File: src/swevt_consts.vh
`ifndef SWEVT_CONSTS_VH
`define SWEVT_CONSTS_VH
// Behaviour
// - Writing 1 to trigger_generate produces a trigger event and sets trigger_flag, interrupting if enabled.
// - Each generate bit is set only by software and cleared by hardware once its event is produced.
// - With channel 1 as output, writing channel1_event_generate sets channel1_flag, interrupting if enabled.
// - With channel 1 as input, the forced event copies the counter into capture register 1 and sets channel1_flag.
// - A forced capture on channel 1 while channel1_flag is set also sets the over-capture flag.
// - channel2_event_generate behaves for channel 2 as channel 1's forced event does.
// - Writing 1 to update_generate reinitialises the counter and produces an update event; 0 does nothing.
// - A forced update clears the prescaler count but keeps the division coefficient.
// - In up mode a forced update clears the counter to zero.
// - In down mode a forced update loads the counter with the auto-reload value.
// - A forced update counts as an update event only while update_request_source and update_disable are 0.
// - Over-capture flags stay set until software writes 0; hardware only sets them.

// ==========================================
// Register byte offsets
`define OFS_SWEVT   12'h000
`define OFS_STATUS  12'h004
`define OFS_MASK    12'h008
`define OFS_CTRL    12'h00C
`define OFS_CNT     12'h010
`define OFS_ARR     12'h014
`define OFS_PSC     12'h018
`define OFS_CCR1    12'h01C
`define OFS_CCR2    12'h020
`define OFS_FLAGS   12'h024

// ==========================================
// Field positions
`define BIT_UG      0
`define BIT_CHANNEL1_EVENT_GENERATE    1
`define BIT_CHANNEL2_EVENT_GENERATE    2
`define BIT_TG      6
`define BIT_UIF     0
`define BIT_CHANNEL1_FLAG   1
`define BIT_CC2IF   2
`define BIT_TIF     6
`define BIT_CHANNEL1_OVERCAPTURE_FLAG   9
`define BIT_CC2OF   10
`define SWEVT_MASK  16'h0047
`define FLAGS_MASK  16'h0647
`define CTRL_UPDATE_DISABLE   0
`define CTRL_URS    1
`define CTRL_DIR    2
`define CTRL_CC1IN  3
`define CTRL_CC2IN  4
`define CTRL_CEN    5
`define CTRL_MASK   16'h003F
`define RST16       16'h0000
`endif

File: src/prescaler.v
`timescale 1ns/1ps
`include "swevt_consts.vh"
module prescaler #(
  parameter W = 16
) (
  // Clock and reset
  input  wire         hclk,
  input  wire         hresetn,
  // Control
  input  wire         run,
  input  wire         clear,
  input  wire [W-1:0] divisor,
  // Tick
  output reg          tick
);
  reg [W-1:0] count_reg;

  // ==========================================
  // Divider: tick once every divisor+1 cycles
  always @(posedge hclk or negedge hresetn) begin
    if (!hresetn) begin
      count_reg <= {W{1'b0}};
      tick      <= 1'b0;
    end else if (clear) begin
      // Only the internal count resets, the coefficient is untouched
      count_reg <= {W{1'b0}};
      tick      <= 1'b0;
    end else if (run) begin
      tick <= (count_reg == divisor);
      if (count_reg == divisor) begin
        count_reg <= {W{1'b0}};
      end else begin
        count_reg <= count_reg + {{(W-1){1'b0}}, 1'b1};
      end
    end else begin
      tick <= 1'b0;
    end
  end
endmodule // prescaler

File: src/channel_flags.v
`timescale 1ns/1ps
`include "swevt_consts.vh"
module channel_flags #(
  parameter W = 16
) (
  // Clock and reset
  input  wire         hclk,
  input  wire         hresetn,
  // Event and mode
  input  wire         force_evt,
  input  wire         is_input,
  input  wire [W-1:0] counter,
  // Software clears
  input  wire         clr_flag,
  input  wire         clr_over,
  // State
  output reg          flag,
  output reg          over,
  output reg  [W-1:0] capture
);
  // ==========================================
  // Forced compare/capture; the set wins over a clear in the same cycle
  always @(posedge hclk or negedge hresetn) begin
    if (!hresetn) begin
      flag    <= 1'b0;
      over    <= 1'b0;
      capture <= {W{1'b0}};
    end else begin
      if (force_evt) begin
        flag <= 1'b1;
      end else if (clr_flag) begin
        flag <= 1'b0;
      end
      if (force_evt && is_input) begin
        capture <= counter;
      end
      if (force_evt && is_input && flag) begin
        over <= 1'b1;
      end else if (clr_over) begin
        over <= 1'b0;
      end
    end
  end
endmodule // channel_flags

File: src/timer_software_event_generation.v
`timescale 1ns/1ps
`include "swevt_consts.vh"
module timer_software_event_generation #(
  parameter W = 16
) (
  // Clock and reset
  input  wire        hclk,
  input  wire        hresetn,
  // AHB-Lite slave
  input  wire        hsel,
  input  wire [11:0] haddr,
  input  wire [1:0]  htrans,
  input  wire        hwrite,
  input  wire [2:0]  hsize,
  input  wire [31:0] hwdata,
  input  wire        hready,
  output wire        hreadyout,
  output wire        hresp,
  output reg  [31:0] hrdata,
  // Events to the rest of the timer
  output reg         trigger_pulse,
  output reg         update_pulse,
  // Interrupt
  output wire        irq
);
  // ==========================================
  // Address phase capture
  reg        wr_pend_reg;
  reg        rd_pend_reg;
  reg [11:0] addr_reg;
  wire       start = hsel & hready & htrans[1];

  always @(posedge hclk or negedge hresetn) begin
    if (!hresetn) begin
      wr_pend_reg <= 1'b0;
      rd_pend_reg <= 1'b0;
      addr_reg    <= 12'h000;
    end else begin
      wr_pend_reg <= start & hwrite;
      rd_pend_reg <= start & ~hwrite;
      if (start) begin
        addr_reg <= haddr;
      end
    end
  end

  // Zero wait states, always OKAY
  assign hreadyout = 1'b1;
  assign hresp     = 1'b0;

  wire [15:0] wd = hwdata[15:0];
  wire wr_swevt = wr_pend_reg && addr_reg == `OFS_SWEVT;
  wire wr_mask  = wr_pend_reg && addr_reg == `OFS_MASK;
  wire wr_ctrl  = wr_pend_reg && addr_reg == `OFS_CTRL;
  wire wr_cnt   = wr_pend_reg && addr_reg == `OFS_CNT;
  wire wr_arr   = wr_pend_reg && addr_reg == `OFS_ARR;
  wire wr_psc   = wr_pend_reg && addr_reg == `OFS_PSC;
  wire wr_flags = wr_pend_reg && addr_reg == `OFS_FLAGS;
  wire rd_stat  = rd_pend_reg && addr_reg == `OFS_STATUS;

  // ==========================================
  // Generate bits: set by a write of 1, cleared by hardware next cycle
  reg [15:0] gen_reg;
  always @(posedge hclk or negedge hresetn) begin
    if (!hresetn) begin
      gen_reg <= `RST16;
    end else if (wr_swevt) begin
      // Zeros and reserved bits have no effect
      gen_reg <= wd & `SWEVT_MASK;
    end else begin
      gen_reg <= `RST16;
    end
  end
  wire g_ug  = gen_reg[`BIT_UG];
  wire g_cc1 = gen_reg[`BIT_CHANNEL1_EVENT_GENERATE];
  wire g_cc2 = gen_reg[`BIT_CHANNEL2_EVENT_GENERATE];
  wire g_tg  = gen_reg[`BIT_TG];

  // ==========================================
  // Control, reload, prescaler coefficient
  reg [15:0]  ctrl_reg;
  reg [W-1:0] arr_reg;
  reg [W-1:0] psc_reg;
  reg [15:0]  mask_reg;
  always @(posedge hclk or negedge hresetn) begin
    if (!hresetn) begin
      ctrl_reg <= `RST16;
      arr_reg  <= {W{1'b1}};
      psc_reg  <= {W{1'b0}};
      mask_reg <= `RST16;
    end else begin
      if (wr_ctrl) begin
        ctrl_reg <= wd & `CTRL_MASK;
      end
      if (wr_arr) begin
        arr_reg <= wd[W-1:0];
      end
      if (wr_psc) begin
        psc_reg <= wd[W-1:0];
      end
      if (wr_mask) begin
        mask_reg <= wd & `FLAGS_MASK;
      end
    end
  end
  wire update_disable  = ctrl_reg[`CTRL_UPDATE_DISABLE];
  wire update_request_source   = ctrl_reg[`CTRL_URS];
  wire down  = ctrl_reg[`CTRL_DIR];
  wire cen   = ctrl_reg[`CTRL_CEN];

  // ==========================================
  // Prescaler and core counter
  wire tick;
  prescaler #(.W(W)) u_psc (
    .hclk    (hclk),
    .hresetn (hresetn),
    .run     (cen),
    .clear   (g_ug),
    .divisor (psc_reg),
    .tick    (tick)
  );

  reg [W-1:0] cnt_reg;
  always @(posedge hclk or negedge hresetn) begin
    if (!hresetn) begin
      cnt_reg <= {W{1'b0}};
    end else if (g_ug) begin
      if (down) begin
        cnt_reg <= arr_reg;
      end else begin
        cnt_reg <= {W{1'b0}};
      end
    end else if (wr_cnt) begin
      cnt_reg <= wd[W-1:0];
    end else if (tick) begin
      if (down) begin
        cnt_reg <= (cnt_reg == {W{1'b0}}) ? arr_reg : cnt_reg - {{(W-1){1'b0}}, 1'b1};
      end else begin
        cnt_reg <= (cnt_reg == arr_reg) ? {W{1'b0}} : cnt_reg + {{(W-1){1'b0}}, 1'b1};
      end
    end
  end

  // ==========================================
  // Event flags
  wire upd_evt = g_ug & ~update_request_source & ~update_disable;
  reg  uif_reg;
  reg  tif_reg;
  wire [15:0] fclr = wr_flags ? ~wd : 16'h0000;

  always @(posedge hclk or negedge hresetn) begin
    if (!hresetn) begin
      uif_reg       <= 1'b0;
      tif_reg       <= 1'b0;
      trigger_pulse <= 1'b0;
      update_pulse  <= 1'b0;
    end else begin
      trigger_pulse <= g_tg;
      update_pulse  <= upd_evt;
      if (upd_evt) begin
        uif_reg <= 1'b1;
      end else if (fclr[`BIT_UIF]) begin
        uif_reg <= 1'b0;
      end
      if (g_tg) begin
        tif_reg <= 1'b1;
      end else if (fclr[`BIT_TIF]) begin
        tif_reg <= 1'b0;
      end
    end
  end

  wire c1f;
  wire c1o;
  wire c2f;
  wire c2o;
  wire [W-1:0] ccr1;
  wire [W-1:0] ccr2;
  channel_flags #(.W(W)) u_ch1 (
    .hclk      (hclk),
    .hresetn   (hresetn),
    .force_evt (g_cc1),
    .is_input  (ctrl_reg[`CTRL_CC1IN]),
    .counter   (cnt_reg),
    .clr_flag  (fclr[`BIT_CHANNEL1_FLAG]),
    .clr_over  (fclr[`BIT_CHANNEL1_OVERCAPTURE_FLAG]),
    .flag      (c1f),
    .over      (c1o),
    .capture   (ccr1)
  );
  channel_flags #(.W(W)) u_ch2 (
    .hclk      (hclk),
    .hresetn   (hresetn),
    .force_evt (g_cc2),
    .is_input  (ctrl_reg[`CTRL_CC2IN]),
    .counter   (cnt_reg),
    .clr_flag  (fclr[`BIT_CC2IF]),
    .clr_over  (fclr[`BIT_CC2OF]),
    .flag      (c2f),
    .over      (c2o),
    .capture   (ccr2)
  );

  wire [15:0] flags = {5'h00, c2o, c1o, 2'h0, tif_reg, 3'h0, c2f, c1f, uif_reg};

  // ==========================================
  // Sticky status, cleared by reading it; set wins over the read clear
  reg  [15:0] stat_reg;
  wire [15:0] stat_set = {5'h00, g_cc2 & ctrl_reg[`CTRL_CC2IN] & c2f,
                          g_cc1 & ctrl_reg[`CTRL_CC1IN] & c1f, 2'h0, g_tg,
                          3'h0, g_cc2, g_cc1, upd_evt};
  always @(posedge hclk or negedge hresetn) begin
    if (!hresetn) begin
      stat_reg <= `RST16;
    end else if (rd_stat) begin
      // Clear only the bits the read returned; an event in the address phase survives
      stat_reg <= (stat_reg & ~hrdata[15:0]) | stat_set;
    end else begin
      stat_reg <= stat_reg | stat_set;
    end
  end
  assign irq = |(stat_reg & mask_reg);

  // ==========================================
  // Read data, registered at the end of the address phase
  reg [15:0] rd_mux;
  always @* begin
    case (haddr)
      `OFS_STATUS: rd_mux = stat_reg;
      `OFS_MASK:   rd_mux = mask_reg;
      `OFS_CTRL:   rd_mux = ctrl_reg;
      `OFS_CNT:    rd_mux = cnt_reg;
      `OFS_ARR:    rd_mux = arr_reg;
      `OFS_PSC:    rd_mux = psc_reg;
      `OFS_CCR1:   rd_mux = ccr1;
      `OFS_CCR2:   rd_mux = ccr2;
      `OFS_FLAGS:  rd_mux = flags;
      default:     rd_mux = 16'h0000; // Generate register reads zero
    endcase
  end
  always @(posedge hclk or negedge hresetn) begin
    if (!hresetn) begin
      hrdata <= 32'h00000000;
    end else if (start & ~hwrite) begin
      hrdata <= {16'h0000, rd_mux};
    end
  end
endmodule // timer_software_event_generation

File: config.mk
export PLATFORM = sky130hd
export DESIGN_NAME = timer_software_event_generation
export DESIGN_NICKNAME = d
export VERILOG_FILES = /design/src/prescaler.v /design/src/channel_flags.v /design/src/timer_software_event_generation.v
export VERILOG_INCLUDE_DIRS = /design/src /design/src/src
export SDC_FILE = /design/constraint.sdc
export NUM_CORES = 1
export LEC_CHECK = 0
export CORE_MARGIN = 5
export CORE_UTILIZATION = 55
export CTS_CLUSTER_SIZE = 10
export DETAILED_ROUTE_END_ITERATION = 12
export DONT_BUFFER_PORTS = 1
export GPL_TIMING_DRIVEN = 0
export PLACE_DENSITY_LB_ADDON = 0.05
export SLEW_MARGIN = 25
export SYNTH_ARGS = -nofsm -noshare
export SYNTH_HDL_FRONTEND = slang
export SYNTH_SLANG_ARGS = --single-unit
export TNS_END_PERCENT = 50
File: constraint.sdc
create_clock -name hclk -period 4.32 [get_ports hclk]
set_clock_uncertainty 0.15 [all_clocks]
set_input_delay 0.864 -clock hclk [delete_from_list [all_inputs] [get_ports hclk]]
set_output_delay 0.864 -clock hclk [all_outputs]
set_load 0.02 [all_outputs]
# After elaboration in Yosys (flattened, before gate mapping)
# Cells that the tools add are included.
# totals
register_bits,170
in_bits,54
out_inout_bits,37
word_cells,114
# op_classes
add_sub_neg,3
eq_ne,18
mux,28
bitwise,19
n_reduce_logical,23
# ops
cell,n
$mux W16,11
$pmux W16 S9,1
$eq A12 B5 Y1 const B,7
$eq A12 B4 Y1 const B,4
$eq A12 B6 Y1 const B,3
$add A16 B1 Y16 const B,2
$eq A16 B16 Y1,2
$or A16 B11 Y16,2
$eq A12 B3 Y1 const B,2
$and A16 B11 Y16,1
$and A16 B16 Y16,1
$logic_not A16 Y1,1
$not A16 Y16,1
$reduce_or A16 Y1,1
$sub A16 B1 Y16 const B,1
$mux W1,14
$reduce_bool A2 Y1,7
$logic_and A1 B1 Y1,12
$logic_not A12 Y1,1
$mux W11,1
$not A11 Y11,1
$and A1 B1 Y1,10
$mux W7,1
$not A1 Y1,3
$reduce_bool A3 Y1,1

# Logic depth before layout (Yosys ltp)
# logic_depth
ltp_word,6
depth_mapped,10

# Hierarchy
# From an unflattened synthesis, not the netlist that was laid out.
# hier_totals
hier_cells,965
area_unflattened_um2,9655.5
# modules_own_cells
module,n_inst,cells_each,area_per_inst_um2,seq_area_each_um2
timer_software_event_generation,1,736,6926.6,2872.8
channel_flags,2,41,725.7,450.4
prescaler,1,147,1277.5,425.4

# Least setup slack after synthesis
# OpenSTA, ideal clock, no wires.
# synth_path
path_type,input to register
startpoint,input port haddr[9]
endpoint,register hrdata[7]
arrival_ns,2.563
t_required_ns,4.087
setup_slack_ns,1.525
path_stages,7
cell_sequence,or4_1 clkbuf_1 or4_1 clkbuf_1 nor2_1 a32oi_1 o21ai_0
# synth_between
elab_chain_len,2
elab_cells_between_ends,10
# synth_rtl
element,line_no,source
start: declaration,timer_software_event_generation.v:11,"input wire [11:0] haddr,"
$eq A12 B6 Y1 (tied with other cells),timer_software_event_generation.v:228,case (haddr)
$pmux W16 S9 *,timer_software_event_generation.v:228,
end signal: assignment,timer_software_event_generation.v:245,"hrdata <= {16'h0000, rd_mux};"
end: declaration,timer_software_event_generation.v:19,"output reg [31:0] hrdata,"
# Every way passes the cells marked *; elsewhere a longest branch is shown, timed or not.
# A chain may end at the register's enable or synchronous reset.

# Worst setup path after layout
# layout_path
startpoint,register addr_reg[2]
endpoint,register cnt_reg[15]
# layout_between
elab_chain_len,4
elab_cells_between_ends,5
# layout_rtl
element,line_no,source
start: declaration,timer_software_event_generation.v:30,reg [11:0] addr_reg;
start signal: assignment,timer_software_event_generation.v:42,addr_reg <= haddr;
$eq A12 B5 Y1 (no source line) *,-,
$logic_and A1 B1 Y1 (no source line) *,-,
$mux W16,timer_software_event_generation.v:133,end else if (wr_cnt) begin
$mux W16,timer_software_event_generation.v:127,end else if (g_ug) begin
end signal: assignment,timer_software_event_generation.v:126,cnt_reg <= {W{1'b0}};
end signal: assignment,timer_software_event_generation.v:129,cnt_reg <= arr_reg;
end signal: assignment,timer_software_event_generation.v:134,cnt_reg <= wd[W-1:0];
end: declaration,timer_software_event_generation.v:123,reg [W-1:0] cnt_reg;
# Marked as above.

==> summary.txt <==
Pwr
  • Pleak: roughly 4.3 nW
  • Worst vdd ir: 0.365 mV
  • Pwr dens: around 350 nW/µm²

Worst setup path
  • Crit path max-delay family: simple AND/OR/NAND/NOR gates
  • Critical path type: reg2reg
  • Worst stage delay on the critical path: just under 900 ps
  • Max FO, Critical Path: 10
  • WP buf/inv: 2
  • Worst path required time: 4480 ps
  • Slowest stage cell, crit path: nor4_2
  • CP Cell Sequence: clkbuf_1 -> nor4_2 -> nand4_1 -> clkbuf_1 -> a31oi_1 -> nand2_1 -> o31ai_1
  • Worst setup EP type: register
  • CP dominant cell by count: clkbuf_1
  • Startpoint types: register
  • CP arrival: between 3000 and 4000 ps

Run
  • Max cap viols: 0

STA
  • Fin. max-slew vios: 0
  • Fin Setup TNS: 0 ps
  • Max_slew headroom: 0.239
  • RSZ-0062 raised after global routing: no
  • Worst Tran Pin Value: 1130 ps
  • Final Hold Fails: 34
  • Worst hold margin: -27.6 ps
  • Final period util: 0.774
  • Fmax: between 0.2 and 0.3 GHz
  • Final setup fails: 0
  • Final min period: ~3300 ps
  • Worst setup margin: around 1000 ps

Synthesis
  • Synth Cell Area: between 9000 and 10000 µm²
  • Area leader, netlist: dfrtp_1
  • Top_reg_cell synth: dfrtp_1
  • Register area share after synthesis: 0.448
  • Avg Synthesized Cell Area: 10.1 µm²
  • Yosys warns: 0
  • EDFF count, synth: 0
  • Synth cell types: between 70 and 80
  • Syn Inst Count: 933
  • Area contributors post-synth: dfrtp_1 (40%), mux2_2 (9.1%), dfstp_2 (4.5%), xor2_1 (4.3%), nand2_1 (2.9%)
  • FF+latch count, synth: 167
  • Share of the synthesized area in the top cell type: 0.403
  • Ys async rst share: 1.00

Cells and area
  • Share of cells above drive strength 1: 0.170
  • Final nets: between 1000 and 1500
  • Final instance area: approximately 10000 µm²
  • Area growth, synth to finish: 10.5%
  • Final Non-Filler Cells: 1204
  • Final core utilization: 0.623

Placement
  • Place WS: 894 ps
  • Placed cell count: 1171
  • Routability Congestion: 0.984
  • Placed Area: 9750 µm²
  • DPL Wire Length: ~23000 µm
  • IO Port Bufs: 0

Global route
  • Antenna violations before repair: 2
  • Largest net degree at the start of global routing: 168
  • Global-route wire length before repair: 48000 µm
  • Remaining Overflow, GRT: 0
  • All-Layer GR Usage: 0.318
  • Vias in the first global route: approximately 8000

Routing
  • Via count: a little over 8000
  • DRT antenna net count: 0
  • Met3 routed WL: approximately 3800 µm
  • Routed WL per cell: roughly 26 µm
  • Uppermost layer routed: met4
  • Drc violations: 0
  • Metal-1 WL: ~12000 µm
  • Final WL: around 32000 µm
  • Vias per cell: roughly 6.8
  • Met2 Routed Length: 14700 µm
  • Initial drt markers: 1025
  • Drt pass-1 iters: 8

Die
  • # IOs: 91
  • Die ar.: 19800 µm²
  • Initial Util: 0.564
  • Die X: 141 µm
  • Site Rows: 47
  • Core area: between 15000 and 20000 µm²
  • Die Y-Extent: around 140 µm

Clocking
  • Post-CTS setup buffers: 0
  • Clk slew on worst S/H paths: 70 ps
  • CTS tree: done
  • Clock root buffer: clkbuf_16
  • Post-CTS sizing: 0
  • Clock Path Buffers: 2
  • Sink Count: 167
  • H-tree lvl count: 4
  • Total CTS buffers: 17
  • Clk_lat worst skew: 440 ps

Worst hold path
  • Type of the worst min-delay path: in2async

Run status
  • Status: finished, violations left
  • Failing checks: negative hold slack
## area by class of cell
class | instances | area (µm²)
Tap cell | 220 | 275
Clock buffer | 18 | 429
Sequential cell | 167 | 4200
Fill cell | 1413 | 6280
Multi-Input combinational cell | 678 | 4790
Clock inverter | 14 | 185
Inverter | 17 | 63.8
Timing Repair Buffer | 2 | 10.0
Antenna cell | 1 | 2.50
Buffer | 87 | 413
## cells in the final DEF (no fill, tap or decap), types with 6 or more instances in the layout
| cell type | netlist | final |
|---|---|---|
| a221oi_1 | 12 | 12 |
| clkbuf_16 | 0 | 17 |
| nand2b_1 | 10 | 10 |
| a222oi_1 | 7 | 7 |
| or3_1 | 7 | 7 |
| a22oi_1 | 23 | 23 |
| a32oi_1 | 13 | 13 |
| nand4_1 | 14 | 14 |
| a22o_1 | 7 | 7 |
| and3_1 | 9 | 9 |
| nor3_1 | 24 | 23 |
| nand2_1 | 73 | 73 |
| or4_1 | 9 | 9 |
| nor2b_1 | 6 | 6 |
| clkbuf_1 | 60 | 61 |
| xnor2_1 | 16 | 16 |
| mux2i_1 | 14 | 14 |
| a21boi_0 | 13 | 13 |
| o2bb2ai_1 | 7 | 7 |
| xor2_1 | 46 | 46 |
| a211oi_1 | 8 | 8 |
| o21ai_0 | 50 | 50 |
| dfrtp_1 | 151 | 151 |
| a31oi_1 | 9 | 9 |
| a21o_1 | 6 | 6 |
| inv_1 | 16 | 16 |
| nor2_1 | 48 | 48 |
| conb_1 | 2 | 18 |
| nor4_1 | 25 | 23 |
| mux2_2 | 76 | 76 |
| buf_4 | 18 | 18 |
| o211ai_1 | 10 | 10 |
| a21oi_1 | 11 | 11 |
| dfstp_2 | 16 | 16 |
| nand3_1 | 30 | 30 |
## layer usage
metal	track usage	up-vias
li1	-	3531
met1	0.420	4033
met2	0.497	518
met3	0.103	67
met4	0.109	0
met5	0	-
## cells by family after synthesis
family	Yosys count	synth area share
buffers and inverters	104	0.0508
muxes	90	0.106
adders and majority gates	4	0.00534
and+or+nand+nor	284	0.160
xor gates and xnor gates	62	0.0579
AOI/OAI and AO/OA	220	0.171
DFF	167	0.448
other	2	0.000801
## cell usage after synthesis (6+ instances only)
cell,number
a222oi_1,7
mux2i_1,14
a21o_1,6
o2bb2ai_1,7
dfrtp_1,151
buf_4,18
xor2_1,46
dfstp_2,16
nor2b_1,6
a31oi_1,9
nand4_1,14
nand3_1,30
a211oi_1,8
a22oi_1,23
a32oi_1,13
o211ai_1,10
xnor2_1,16
a21boi_0,13
nand2_1,73
mux2_2,76
a21oi_1,11
and3_1,9
a221oi_1,12
nand2b_1,10
o21ai_0,50
clkbuf_1,60
nor4_1,25
nor2_1,48
a22o_1,7
or3_1,7
inv_1,16
or4_1,9
nor3_1,24
## through the flow
step           hold slack, ps  total power [mW]
6_report                -27.6              3.65
5_1_grt                 -47.5              3.76
4_1_cts                 -38.2              3.65
3_5_place_dp              279              2.07
3_3_place_gp              276              2.05
2_1_floorplan             218              1.97
## final timing paths
check / end / depth (start not counted) / from / slack [ps]
min: addr_reg[11]$_DFFE_PN0P_ / 0 / hresetn / -30
min in group hclk: trigger_pulse$_DFF_PN0_ / 0 / gen_reg[6]$_DFF_PN0_ / 290
max reg2reg: cnt_reg[15]$_DFFE_PN0P_ / 7 / addr_reg[2]$_DFFE_PN0P_ / 980
max in group asynchronous: arr_reg[7]$_DFFE_PN1P_ / 0 / hresetn / 3720
min reg2reg: trigger_pulse$_DFF_PN0_ / 0 / gen_reg[6]$_DFF_PN0_ / 290
max: cnt_reg[15]$_DFFE_PN0P_ / 7 / addr_reg[2]$_DFFE_PN0P_ / 980
## power breakdown
part / internal [mW] / switching, mW
Sequential: 1.65 / 0.102
Combinational: 0.132 / 0.172
Clock: 0.882 / 0.714
Note: power is estimated with default switching activity, not from simulation.
